<file path="config.mk">
export PLATFORM = sky130hd
export DESIGN_NAME = cpsc_top
export DESIGN_NICKNAME = d
export VERILOG_FILES = /design/src/inc/cpsc_pkg.sv /design/src/inc/cpsc_cfg_if.sv /design/src/hw/cpsc_active.sv /design/src/hw/cpsc_top.sv
export SDC_FILE = /design/constraint.sdc
export NUM_CORES = 1
export LEC_CHECK = 0
export ABC_AREA = 1
export BUFFER_PORTS_ARGS = -buffer_cell sky130_fd_sc_hd__buf_2
export CAP_MARGIN = 10
export CORE_UTILIZATION = 28
export CTS_CLUSTER_DIAMETER = 60
export DETAILED_ROUTE_END_ITERATION = 6
export GPL_TIMING_DRIVEN = 0
export REMOVE_ABC_BUFFERS = 1
export SYNTH_ARGS = -nofsm -noshare
export SYNTH_HDL_FRONTEND = slang
export SYNTH_SLANG_ARGS = --single-unit
</file>
<file path="constraint.sdc">
create_clock -name clk_sys -period 1.63 [get_ports clk_sys]
set_input_delay 0.489 -clock clk_sys [delete_from_list [all_inputs] [get_ports clk_sys]]
set_output_delay 0.489 -clock clk_sys [all_outputs]
set_load 0.02 [all_outputs]
</file>
<file path="src/inc/cpsc_pkg.sv">
// Constants, register map and helpers for the clock path source configuration block
package cpsc_pkg;

  // ----------------------------------------------------------------
  // Bus geometry and answers
  // ----------------------------------------------------------------
  localparam int ADDR_W = 12;
  localparam logic [1:0] RESP_OKAY = 2'h0;
  localparam logic [1:0] RESP_SLVERR = 2'h2;

  // ----------------------------------------------------------------
  // Register indices (byte address is four times the index)
  // ----------------------------------------------------------------
  localparam logic [9:0] IDX_PLL = 10'h010;
  localparam logic [9:0] IDX_CAL = 10'h018;
  localparam logic [9:0] IDX_RATIO = 10'h1e0;
  localparam logic [9:0] IDX_SRC = 10'h1e1;
  localparam logic [9:0] IDX_UPD = 10'h232;
  localparam logic [9:0] IDX_STAT = 10'h240;

  // ----------------------------------------------------------------
  // Reset values of the configuration registers
  // ----------------------------------------------------------------
  localparam logic [7:0] RST_PLL = 8'h01;
  localparam logic [7:0] RST_CAL = 8'h00;
  localparam logic [7:0] RST_RATIO = 8'h02;
  localparam logic [7:0] RST_SRC = 8'h00;

  // ----------------------------------------------------------------
  // Field positions and codes
  // ----------------------------------------------------------------
  localparam int PWR_LSB = 0;
  localparam int PWR_MSB = 1;
  localparam int PFD_BIT = 7;
  localparam int CAL_BIT = 0;
  localparam int RATIO_MSB = 2;
  localparam int BYPASS_BIT = 0;
  localparam int SRCSEL_BIT = 1;
  localparam int UPD_BIT = 0;
  localparam logic [1:0] PWR_ON = 2'h0;
  localparam logic [1:0] PWR_OFF = 2'h1;
  localparam logic [2:0] RATIO_MIN = 3'h2;
  localparam logic [2:0] RATIO_MAX = 3'h6;
  localparam logic [2:0] RATIO_CODE_MAX = 3'h4;

  // ----------------------------------------------------------------
  // Status register layout
  // ----------------------------------------------------------------
  localparam int ST_PWR_LSB = 0;
  localparam int ST_PFD = 2;
  localparam int ST_SRC = 3;
  localparam int ST_BYPASS = 4;
  localparam int ST_RATIO_LSB = 5;
  localparam int ST_CAL_BUSY = 8;
  localparam int ST_OSC_EN = 9;

  // ----------------------------------------------------------------
  // Calibration timing
  // ----------------------------------------------------------------
  localparam int CLK_PERIOD_NS = 40;
  localparam int CAL_TIME_NS = 1000;
  localparam int CAL_CYCLES = (CAL_TIME_NS + CLK_PERIOD_NS - 1) / CLK_PERIOD_NS;
  localparam int CAL_CNT_W = 8;

  // Calibration sequencer states
  typedef enum logic {CAL_IDLE, CAL_RUN} cpsc_cal_e;

  // Divide ratio from the pre-divider code; codes above four clamp to the top ratio
  function automatic logic [2:0] cpsc_ratio_of(input logic [2:0] code);
    logic [3:0] sum;
    sum = {1'b0, code} + {1'b0, RATIO_MIN};
    if (code > RATIO_CODE_MAX)
      cpsc_ratio_of = RATIO_MAX;
    else
      cpsc_ratio_of = sum[2:0];
  endfunction

endpackage

</file>
<file path="src/inc/cpsc_cfg_if.sv">
// Carrier between the register front end and the active configuration bank
`timescale 1ns/1ps
interface cpsc_cfg_if;
  logic [7:0] sh_pll;
  logic [7:0] sh_cal;
  logic [7:0] sh_ratio;
  logic [7:0] sh_src;
  logic commit;
  logic [7:0] act_pll;
  logic [7:0] act_cal;
  logic [7:0] act_ratio;
  logic [7:0] act_src;

  modport regs (output sh_pll, output sh_cal, output sh_ratio, output sh_src, output commit,
                input act_pll, input act_cal, input act_ratio, input act_src);
  modport bank (input sh_pll, input sh_cal, input sh_ratio, input sh_src, input commit,
                output act_pll, output act_cal, output act_ratio, output act_src);
endinterface

</file>
<file path="src/hw/cpsc_active.sv">
// Active configuration bank loaded from the buffered registers on commit
`timescale 1ns/1ps
module cpsc_active
  import cpsc_pkg::*;
(
  // Clock and reset
  input wire logic clk_sys,
  input wire logic reset,
  // Configuration carrier
  cpsc_cfg_if.bank cfg
);

  // Active copy; reset leaves PLL off, pre-divider by four, external input routed
  always_ff @(posedge clk_sys)
  begin
    if (reset)
    begin
      cfg.act_pll <= RST_PLL;
      cfg.act_cal <= RST_CAL;
      cfg.act_ratio <= RST_RATIO;
      cfg.act_src <= RST_SRC;
    end
    else if (cfg.commit)
    begin
      cfg.act_pll <= cfg.sh_pll;
      cfg.act_cal <= cfg.sh_cal;
      cfg.act_ratio <= cfg.sh_ratio;
      cfg.act_src <= cfg.sh_src;
    end
  end

endmodule

</file>
<file path="src/hw/cpsc_top.sv">
// Clock path source configuration: AXI4-Lite registers, routing controls and calibration
//
// Operation
// - Reset holds the PLL in asynchronous power-down via the off code.
// - Reset routes external input through the pre-divider set to divide by four.
// - Pre-divider ratios are 2 to 6; never less than two.
// - Bypass bit clear feeds distribution from pre-divider; set bypasses it.
// - Source bit clear picks external input; set picks on-chip oscillator.
// - Power code zero puts the PLL into normal powered operation.
// - Polarity bit clear is positive detector polarity; set is negative.
// - External input as oscillator powers internal one off, feeds prescaler; the code feeds it only while the PLL power code is on.
// - Calibration starts on a committed set after a committed clear; the code also starts it on the first committed set after reset.
//
// The AXI4-Lite register port was left to the implementer.
`timescale 1ns/1ps
module cpsc_top
  import cpsc_pkg::*;
(
  // Clock and reset
  input wire logic clk_sys,
  input wire logic reset,
  // AXI4-Lite write address
  input wire logic [ADDR_W-1:0] s_axi_awaddr,
  input wire logic s_axi_awvalid,
  output logic s_axi_awready,
  // AXI4-Lite write data
  input wire logic [31:0] s_axi_wdata,
  input wire logic [3:0] s_axi_wstrb,
  input wire logic s_axi_wvalid,
  output logic s_axi_wready,
  // AXI4-Lite write response
  output logic [1:0] s_axi_bresp,
  output logic s_axi_bvalid,
  input wire logic s_axi_bready,
  // AXI4-Lite read address
  input wire logic [ADDR_W-1:0] s_axi_araddr,
  input wire logic s_axi_arvalid,
  output logic s_axi_arready,
  // AXI4-Lite read data
  output logic [31:0] s_axi_rdata,
  output logic [1:0] s_axi_rresp,
  output logic s_axi_rvalid,
  input wire logic s_axi_rready,
  // PLL controls
  output logic [1:0] pll_power_ctrl,
  output logic pll_enabled,
  output logic pfd_negative,
  // Input routing
  output logic dist_src_osc,
  output logic dist_from_prediv,
  output logic [2:0] prediv_ratio,
  output logic int_osc_enable,
  output logic ext_to_prescaler,
  // Oscillator calibration
  output logic osc_cal_start,
  output logic osc_cal_busy
);

  // ----------------------------------------------------------------
  // Local signals
  // ----------------------------------------------------------------
  cpsc_cfg_if cfg ();
  logic [ADDR_W-1:0] aw_addr;
  logic aw_held;
  logic [31:0] w_data;
  logic [3:0] w_strb;
  logic w_held;
  logic wr_fire;
  logic [9:0] wr_idx;
  logic wr_lane0;
  logic [7:0] sh_pll;
  logic [7:0] sh_cal;
  logic [7:0] sh_ratio;
  logic [7:0] sh_src;
  logic commit;
  logic cal_prev;
  cpsc_cal_e cal_state;
  logic [CAL_CNT_W-1:0] cal_cnt;
  logic [31:0] status_word;

  // Index of an aligned word address
  function automatic logic [9:0] word_idx(input logic [ADDR_W-1:0] addr);
    word_idx = addr[ADDR_W-1:2];
  endfunction

  // True when an index names a register of this block
  function automatic logic is_mapped(input logic [9:0] idx);
    is_mapped = (idx == IDX_PLL) || (idx == IDX_CAL) || (idx == IDX_RATIO) ||
                (idx == IDX_SRC) || (idx == IDX_UPD) || (idx == IDX_STAT);
  endfunction

  // ----------------------------------------------------------------
  // Carrier hookup and active bank
  // ----------------------------------------------------------------
  assign cfg.sh_pll = sh_pll;
  assign cfg.sh_cal = sh_cal;
  assign cfg.sh_ratio = sh_ratio;
  assign cfg.sh_src = sh_src;
  assign cfg.commit = commit;

  cpsc_active u_active (
    .clk_sys (clk_sys),
    .reset (reset),
    .cfg (cfg.bank)
  );

  // ----------------------------------------------------------------
  // Write channel
  // ----------------------------------------------------------------
  assign wr_fire = aw_held && w_held && !s_axi_bvalid;
  assign wr_idx = word_idx(aw_addr);
  assign wr_lane0 = w_strb[0];

  // Address and data are taken independently, in either order
  always_ff @(posedge clk_sys)
  begin
    if (reset)
    begin
      aw_held <= 1'b0;
      aw_addr <= '0;
      s_axi_awready <= 1'b0;
    end
    else if (s_axi_awvalid && s_axi_awready)
    begin
      aw_held <= 1'b1;
      aw_addr <= s_axi_awaddr;
      s_axi_awready <= 1'b0;
    end
    else if (wr_fire)
    begin
      aw_held <= 1'b0;
    end
    else
    begin
      s_axi_awready <= !aw_held && !s_axi_bvalid;
    end
  end

  // Data side holder
  always_ff @(posedge clk_sys)
  begin
    if (reset)
    begin
      w_held <= 1'b0;
      w_data <= '0;
      w_strb <= '0;
      s_axi_wready <= 1'b0;
    end
    else if (s_axi_wvalid && s_axi_wready)
    begin
      w_held <= 1'b1;
      w_data <= s_axi_wdata;
      w_strb <= s_axi_wstrb;
      s_axi_wready <= 1'b0;
    end
    else if (wr_fire)
    begin
      w_held <= 1'b0;
    end
    else
    begin
      s_axi_wready <= !w_held && !s_axi_bvalid;
    end
  end

  // Write response once both halves are in
  always_ff @(posedge clk_sys)
  begin
    if (reset)
    begin
      s_axi_bvalid <= 1'b0;
      s_axi_bresp <= RESP_OKAY;
    end
    else if (wr_fire)
    begin
      s_axi_bvalid <= 1'b1;
      s_axi_bresp <= is_mapped(wr_idx) ? RESP_OKAY : RESP_SLVERR;
    end
    else if (s_axi_bready)
    begin
      s_axi_bvalid <= 1'b0;
    end
  end

  // ----------------------------------------------------------------
  // Buffered registers
  // ----------------------------------------------------------------
  // Software writes land here and act only after a commit
  always_ff @(posedge clk_sys)
  begin
    if (reset)
    begin
      sh_pll <= RST_PLL;
      sh_cal <= RST_CAL;
      sh_ratio <= RST_RATIO;
      sh_src <= RST_SRC;
    end
    else if (wr_fire && wr_lane0)
    begin
      if (wr_idx == IDX_PLL)
        sh_pll <= w_data[7:0];
      if (wr_idx == IDX_CAL)
        sh_cal <= w_data[7:0];
      if (wr_idx == IDX_RATIO)
        sh_ratio <= w_data[7:0];
      if (wr_idx == IDX_SRC)
        sh_src <= w_data[7:0];
    end
  end

  // Update bit: one-cycle commit pulse, then reads back as zero
  always_ff @(posedge clk_sys)
  begin
    if (reset)
      commit <= 1'b0;
    else
      commit <= wr_fire && wr_lane0 && (wr_idx == IDX_UPD) && w_data[UPD_BIT];
  end

  // ----------------------------------------------------------------
  // Oscillator calibration
  // ----------------------------------------------------------------
  // A run needs the active bit to go from clear to set; reset leaves it clear
  always_ff @(posedge clk_sys)
  begin
    if (reset)
      cal_prev <= 1'b0;
    else
      cal_prev <= cfg.act_cal[CAL_BIT];
  end

  // Run timer and start pulse
  always_ff @(posedge clk_sys)
  begin
    if (reset)
    begin
      cal_state <= CAL_IDLE;
      cal_cnt <= '0;
      osc_cal_start <= 1'b0;
    end
    else
    begin
      osc_cal_start <= 1'b0;
      unique case (cal_state)
        CAL_IDLE:
        begin
          if (cfg.act_cal[CAL_BIT] && !cal_prev)
          begin
            cal_state <= CAL_RUN;
            cal_cnt <= CAL_CNT_W'(CAL_CYCLES - 1);
            osc_cal_start <= 1'b1;
          end
        end
        CAL_RUN:
        begin
          if (cal_cnt == '0)
            cal_state <= CAL_IDLE;
          else
            cal_cnt <= cal_cnt - 1'b1;
        end
      endcase
    end
  end

  // ----------------------------------------------------------------
  // Routing and PLL outputs
  // ----------------------------------------------------------------
  // Decoded from the active bank, registered onto the pins
  always_ff @(posedge clk_sys)
  begin
    if (reset)
    begin
      pll_power_ctrl <= PWR_OFF;
      pll_enabled <= 1'b0;
      pfd_negative <= 1'b0;
      dist_src_osc <= 1'b0;
      dist_from_prediv <= 1'b1;
      prediv_ratio <= cpsc_ratio_of(RST_RATIO[RATIO_MSB:0]);
      int_osc_enable <= 1'b0;
      ext_to_prescaler <= 1'b0;
      osc_cal_busy <= 1'b0;
    end
    else
    begin
      pll_power_ctrl <= cfg.act_pll[PWR_MSB:PWR_LSB];
      pll_enabled <= cfg.act_pll[PWR_MSB:PWR_LSB] == PWR_ON;
      pfd_negative <= cfg.act_pll[PFD_BIT];
      dist_src_osc <= cfg.act_src[SRCSEL_BIT];
      dist_from_prediv <= !cfg.act_src[BYPASS_BIT];
      prediv_ratio <= cpsc_ratio_of(cfg.act_ratio[RATIO_MSB:0]);
      int_osc_enable <= cfg.act_src[SRCSEL_BIT];
      ext_to_prescaler <= !cfg.act_src[SRCSEL_BIT] &&
                          (cfg.act_pll[PWR_MSB:PWR_LSB] == PWR_ON);
      osc_cal_busy <= (cal_state == CAL_RUN) || (cfg.act_cal[CAL_BIT] && !cal_prev);
    end
  end

  // ----------------------------------------------------------------
  // Read channel
  // ----------------------------------------------------------------
  // Status word reflects what is active, not what is buffered
  always_comb
  begin
    status_word = '0;
    status_word[ST_PWR_LSB +: 2] = pll_power_ctrl;
    status_word[ST_PFD] = pfd_negative;
    status_word[ST_SRC] = dist_src_osc;
    status_word[ST_BYPASS] = !dist_from_prediv;
    status_word[ST_RATIO_LSB +: 3] = prediv_ratio;
    status_word[ST_CAL_BUSY] = osc_cal_busy;
    status_word[ST_OSC_EN] = int_osc_enable;
  end

  // Address taken when no answer is pending; data one cycle later
  always_ff @(posedge clk_sys)
  begin
    if (reset)
    begin
      s_axi_arready <= 1'b0;
      s_axi_rvalid <= 1'b0;
      s_axi_rdata <= '0;
      s_axi_rresp <= RESP_OKAY;
    end
    else if (s_axi_arvalid && s_axi_arready)
    begin
      s_axi_arready <= 1'b0;
      s_axi_rvalid <= 1'b1;
      s_axi_rresp <= is_mapped(word_idx(s_axi_araddr)) ? RESP_OKAY : RESP_SLVERR;
      unique case (word_idx(s_axi_araddr))
        IDX_PLL: s_axi_rdata <= {24'h00_0000, sh_pll};
        IDX_CAL: s_axi_rdata <= {24'h00_0000, sh_cal};
        IDX_RATIO: s_axi_rdata <= {24'h00_0000, sh_ratio};
        IDX_SRC: s_axi_rdata <= {24'h00_0000, sh_src};
        IDX_UPD: s_axi_rdata <= {31'h0000_0000, commit};
        IDX_STAT: s_axi_rdata <= status_word;
        default: s_axi_rdata <= '0;
      endcase
    end
    else if (s_axi_rvalid)
    begin
      if (s_axi_rready)
        s_axi_rvalid <= 1'b0;
    end
    else
    begin
      s_axi_arready <= 1'b1;
    end
  end

endmodule

</file>
==> flow_metrics.py <==
metrics = {
    "cells_and_area": {
        "final_area_um2": 5450,
        "layout_common_cells": "dfxtp_1 (102), nor2_1 (88), nand2_1 (70), buf_2 (64), a21oi_1 (57)",
        "fin_cells": 894,
        "syn2layout_area_growth_pct": 19.8,
        "num_antenna_cells": 0,
        "drive_gt1_share_pct": 19.5,
        "final_common_cell": "dfxtp_1",
        "layout.nets": 743,
    },
    "sta": {
        "grt_setup_unrepaired": "yes",
        "tightestPinTransition_ps": 514,
        "min_period_ps": 1490,
        "drv_slew": 0,
        "max_freq_ghz": 0.669,
        "worst_clock_skew_ps": 10.7,
        "hold_ws_ps": 386,
        "timing.final.crit_share_pct": 91.7,
        "hold_viol_final": 0,
        "max_slew_margin_pct": 65.7,
        "worst_slack_ps": 136,
        "setup_viol": 0,
    },
    "synthesis": {
        "synth_cell_types": 42,
        "syn-cell-area_um2": 4550,
        "synth_top_area_share_pct": 44.8,
        "ys_ff_latch": 102,
        "yosysTopAreaCell": "dfxtp_1",
        "ys.warnings.count": 0,
        "yosysSeqAreaShare_pct": 44.8,
        "synthTopCellsByArea": "dfxtp_1 (45%), nor2_1 (7.4%), a21oi_1 (6.3%)",
        "syn_area_per_cell_um2": 7.50,
        "syn_inst": 607,
    },
    "floorplanning": {
        "dieArea_um2": 16800,
        "fp.coreArea_um2": 15900,
        "io_pins": 121,
        "initial_core_util_pct": 28.7,
        "die_y_um": 130,
        "die_w_um": 130,
        "rows": 46,
    },
    "grt": {
        "grt_usage_pct": 14.6,
        "grt_max_degree": 56,
        "grt_pass1_vias": 3760,
        "antenna_found_initial": 0,
        "grt_pass1_wl_mm": 18.9,
        "grt_overflow_total": 0,
    },
    "setup_path": {
        "path_class": "input pin to register",
        "cp-end-kind": "register",
        "path_max_fanout": 6,
        "crit_arrival_ps": 1760,
        "crit_chain": "buf_2 > nor2_1 > nand2_2 > nor2_4 > buf_12 > nand3_1 > nand3_1 > o21bai_1 > a21oi_1",
        "max_stage_delay_ps": 230,
        "start_kind": "input pin",
        "cp.required_ps": 1900,
        "crit_slowest_cell": "nor2_4",
        "worst_path_most_repeated_cell": "nand3_1",
    },
    "worst_hold_path": {
        "hold_class": "register to register",
    },
    "place": {
        "placed_area_um2": 4970,
        "place_ws_ps": -635,
        "dpl.cell_count": 867,
        "gp_congestion": 0.770,
        "dp_hpwl_mm": 7.96,
        "port_buffers": 65,
    },
    "clock_network": {
        "cts_max_level": 3,
        "cts_num_sinks": 102,
        "cts_made_buffers": 9,
        "clk_latency_ps": 350,
        "cts.clk_slew.worst_paths_ps": 70,
        "hold_buffers": 0,
        "cts_root_buf": "clkbuf_16",
        "cts_tree": "built",
        "clk_path_buf_depth": 2,
    },
    "drt": {
        "detail-route-antenna-nets": 0,
        "drt_wl_total_mm": 11.4,
        "drc": 0,
        "first_iter_violations": 220,
        "dr.pass1.iters": 4,
        "via_per_inst": 4.45,
        "wl_per_cell_um": 12.8,
        "vias": 3974,
    },
    "power": {
        "p_leak_nw": 2.32,
        "power_w": 0.00506,
        "power.density_nw_per_um2": 928,
        "peakVddDrop_mv": 0.541,
    },
    "flow_run": {
        "cap_viol_max_count": 0,
    },
    "status": {
        "outcome": "completed",
    },
}
==> metrics by stage <==
stage	setup TNS, ps	utilization (%)
after global placement	-88880	31.2
final	0	34.3
after detailed placement	-17440	31.3
after CTS	0	33.5
after floorplan	-2730	-
after global routing	-181	34.3
==> routing by layer <==
layer / vias up / part of all wire (%) / GRT usage (%)
met5: - / 0 / 0
met4: 0 / 0.33 / 3.35
met3: 2 / 5.3 / 3.47
met2: 99 / 46 / 23.2
met1: 1780 / 48 / 19.9
li1: 2093 / - / -
==> synthesized netlist by cell type <==
master    count
xnor2_1       1
o211ai_1      2
nand3b_1      2
a31oi_1       1
nand2_2       2
nand2_1      74
conb_1        1
nand3_4       1
o21a_1        1
clkinv_2      1
or2_1         3
a21oi_1      57
a21oi_2       1
nand4_1      17
nor2_4        4
nor2_1       90
nor4_2        1
a211oi_1      4
o21a_2        1
o21ai_1      30
nand3_1      41
o21ai_2       1
nor2_2        7
and2_1        1
inv_1        53
nand2_4       1
or2_2         1
dfxtp_1     102
o21bai_1      3
xor2_1        2
or2_4         1
buf_2         2
o21ai_0      38
ha_1          3
buf_8         1
nand3_2       2
clkbuf_1     16
nor3_1        6
buf_4        26
nor2_8        1
inv_2         4
nor3_4        1
==> registers in the layout (all words and copies together) (netlist names), 8 cells and up <==
register and count:
s_axi_rdata 10, cal_cnt 8, w_data 8, cfg.sh_cal 8
cfg.sh_ratio 8, cfg.sh_pll 8, cfg.sh_src 8, aw_addr 10
==> cells by family (layout without fill, tap and decap cells) <==
logic type,Yosys count,count (layout),synth area share (%)
simple gates,256,256,26.6
compound gates,139,139,16.1
buf+inv,103,151,11.0
flops,102,102,44.8
fa+ha+maj,3,3,0.824
xor+xnor,3,3,0.577
other cells,1,24,0.0824
==> what timing repair did <==
action / CTS / global route
setup endpoints to repair: 29 / 34
buffers inserted: 4 / 7
gates resized for setup: 5 / 11
pin swaps: 1 / 6
==> power by group <==
group,leakage [nW],switching [W],internal (W),total [W]
registers,0.827,0.0000624,0.00255,0.00261
clock network,0.134,0.000978,0.00105,0.00203
logic,1.36,0.000294,0.000126,0.000421
total,2.32,0.00133,0.00373,0.00506
==> layout make-up <==
type,count,area [um2]
clock buffer,9,225
inverter,58,223
tap,216,270
clock inverter,7,57.6
sequential,102,2040
fill,1763,10400
multi-input combinational,425,2160
timing repair buffer,77,480
==> final timing paths <==
check / start / endpoint / slack (ps) / depth (start not counted)
hold reg to reg: u_active.cfg.act_src[0] / dist_from_prediv / 390 / 1
hold / removal: u_active.cfg.act_src[0] / dist_from_prediv / 390 / 1
setup / recovery: s_axi_araddr[3] / s_axi_rdata[6] / 140 / 9
setup reg to reg: aw_addr[8] / cfg.sh_cal[3] / 140 / 7
==> worst max-delay path, delay by kind of cell <==
kind,cells,cell delay (ps)
and+or+nand+nor,5,830
AOI/OAI and AO/OA,2,190
buffers and inverters,2,260
Power figures use the tool's default switching activity.
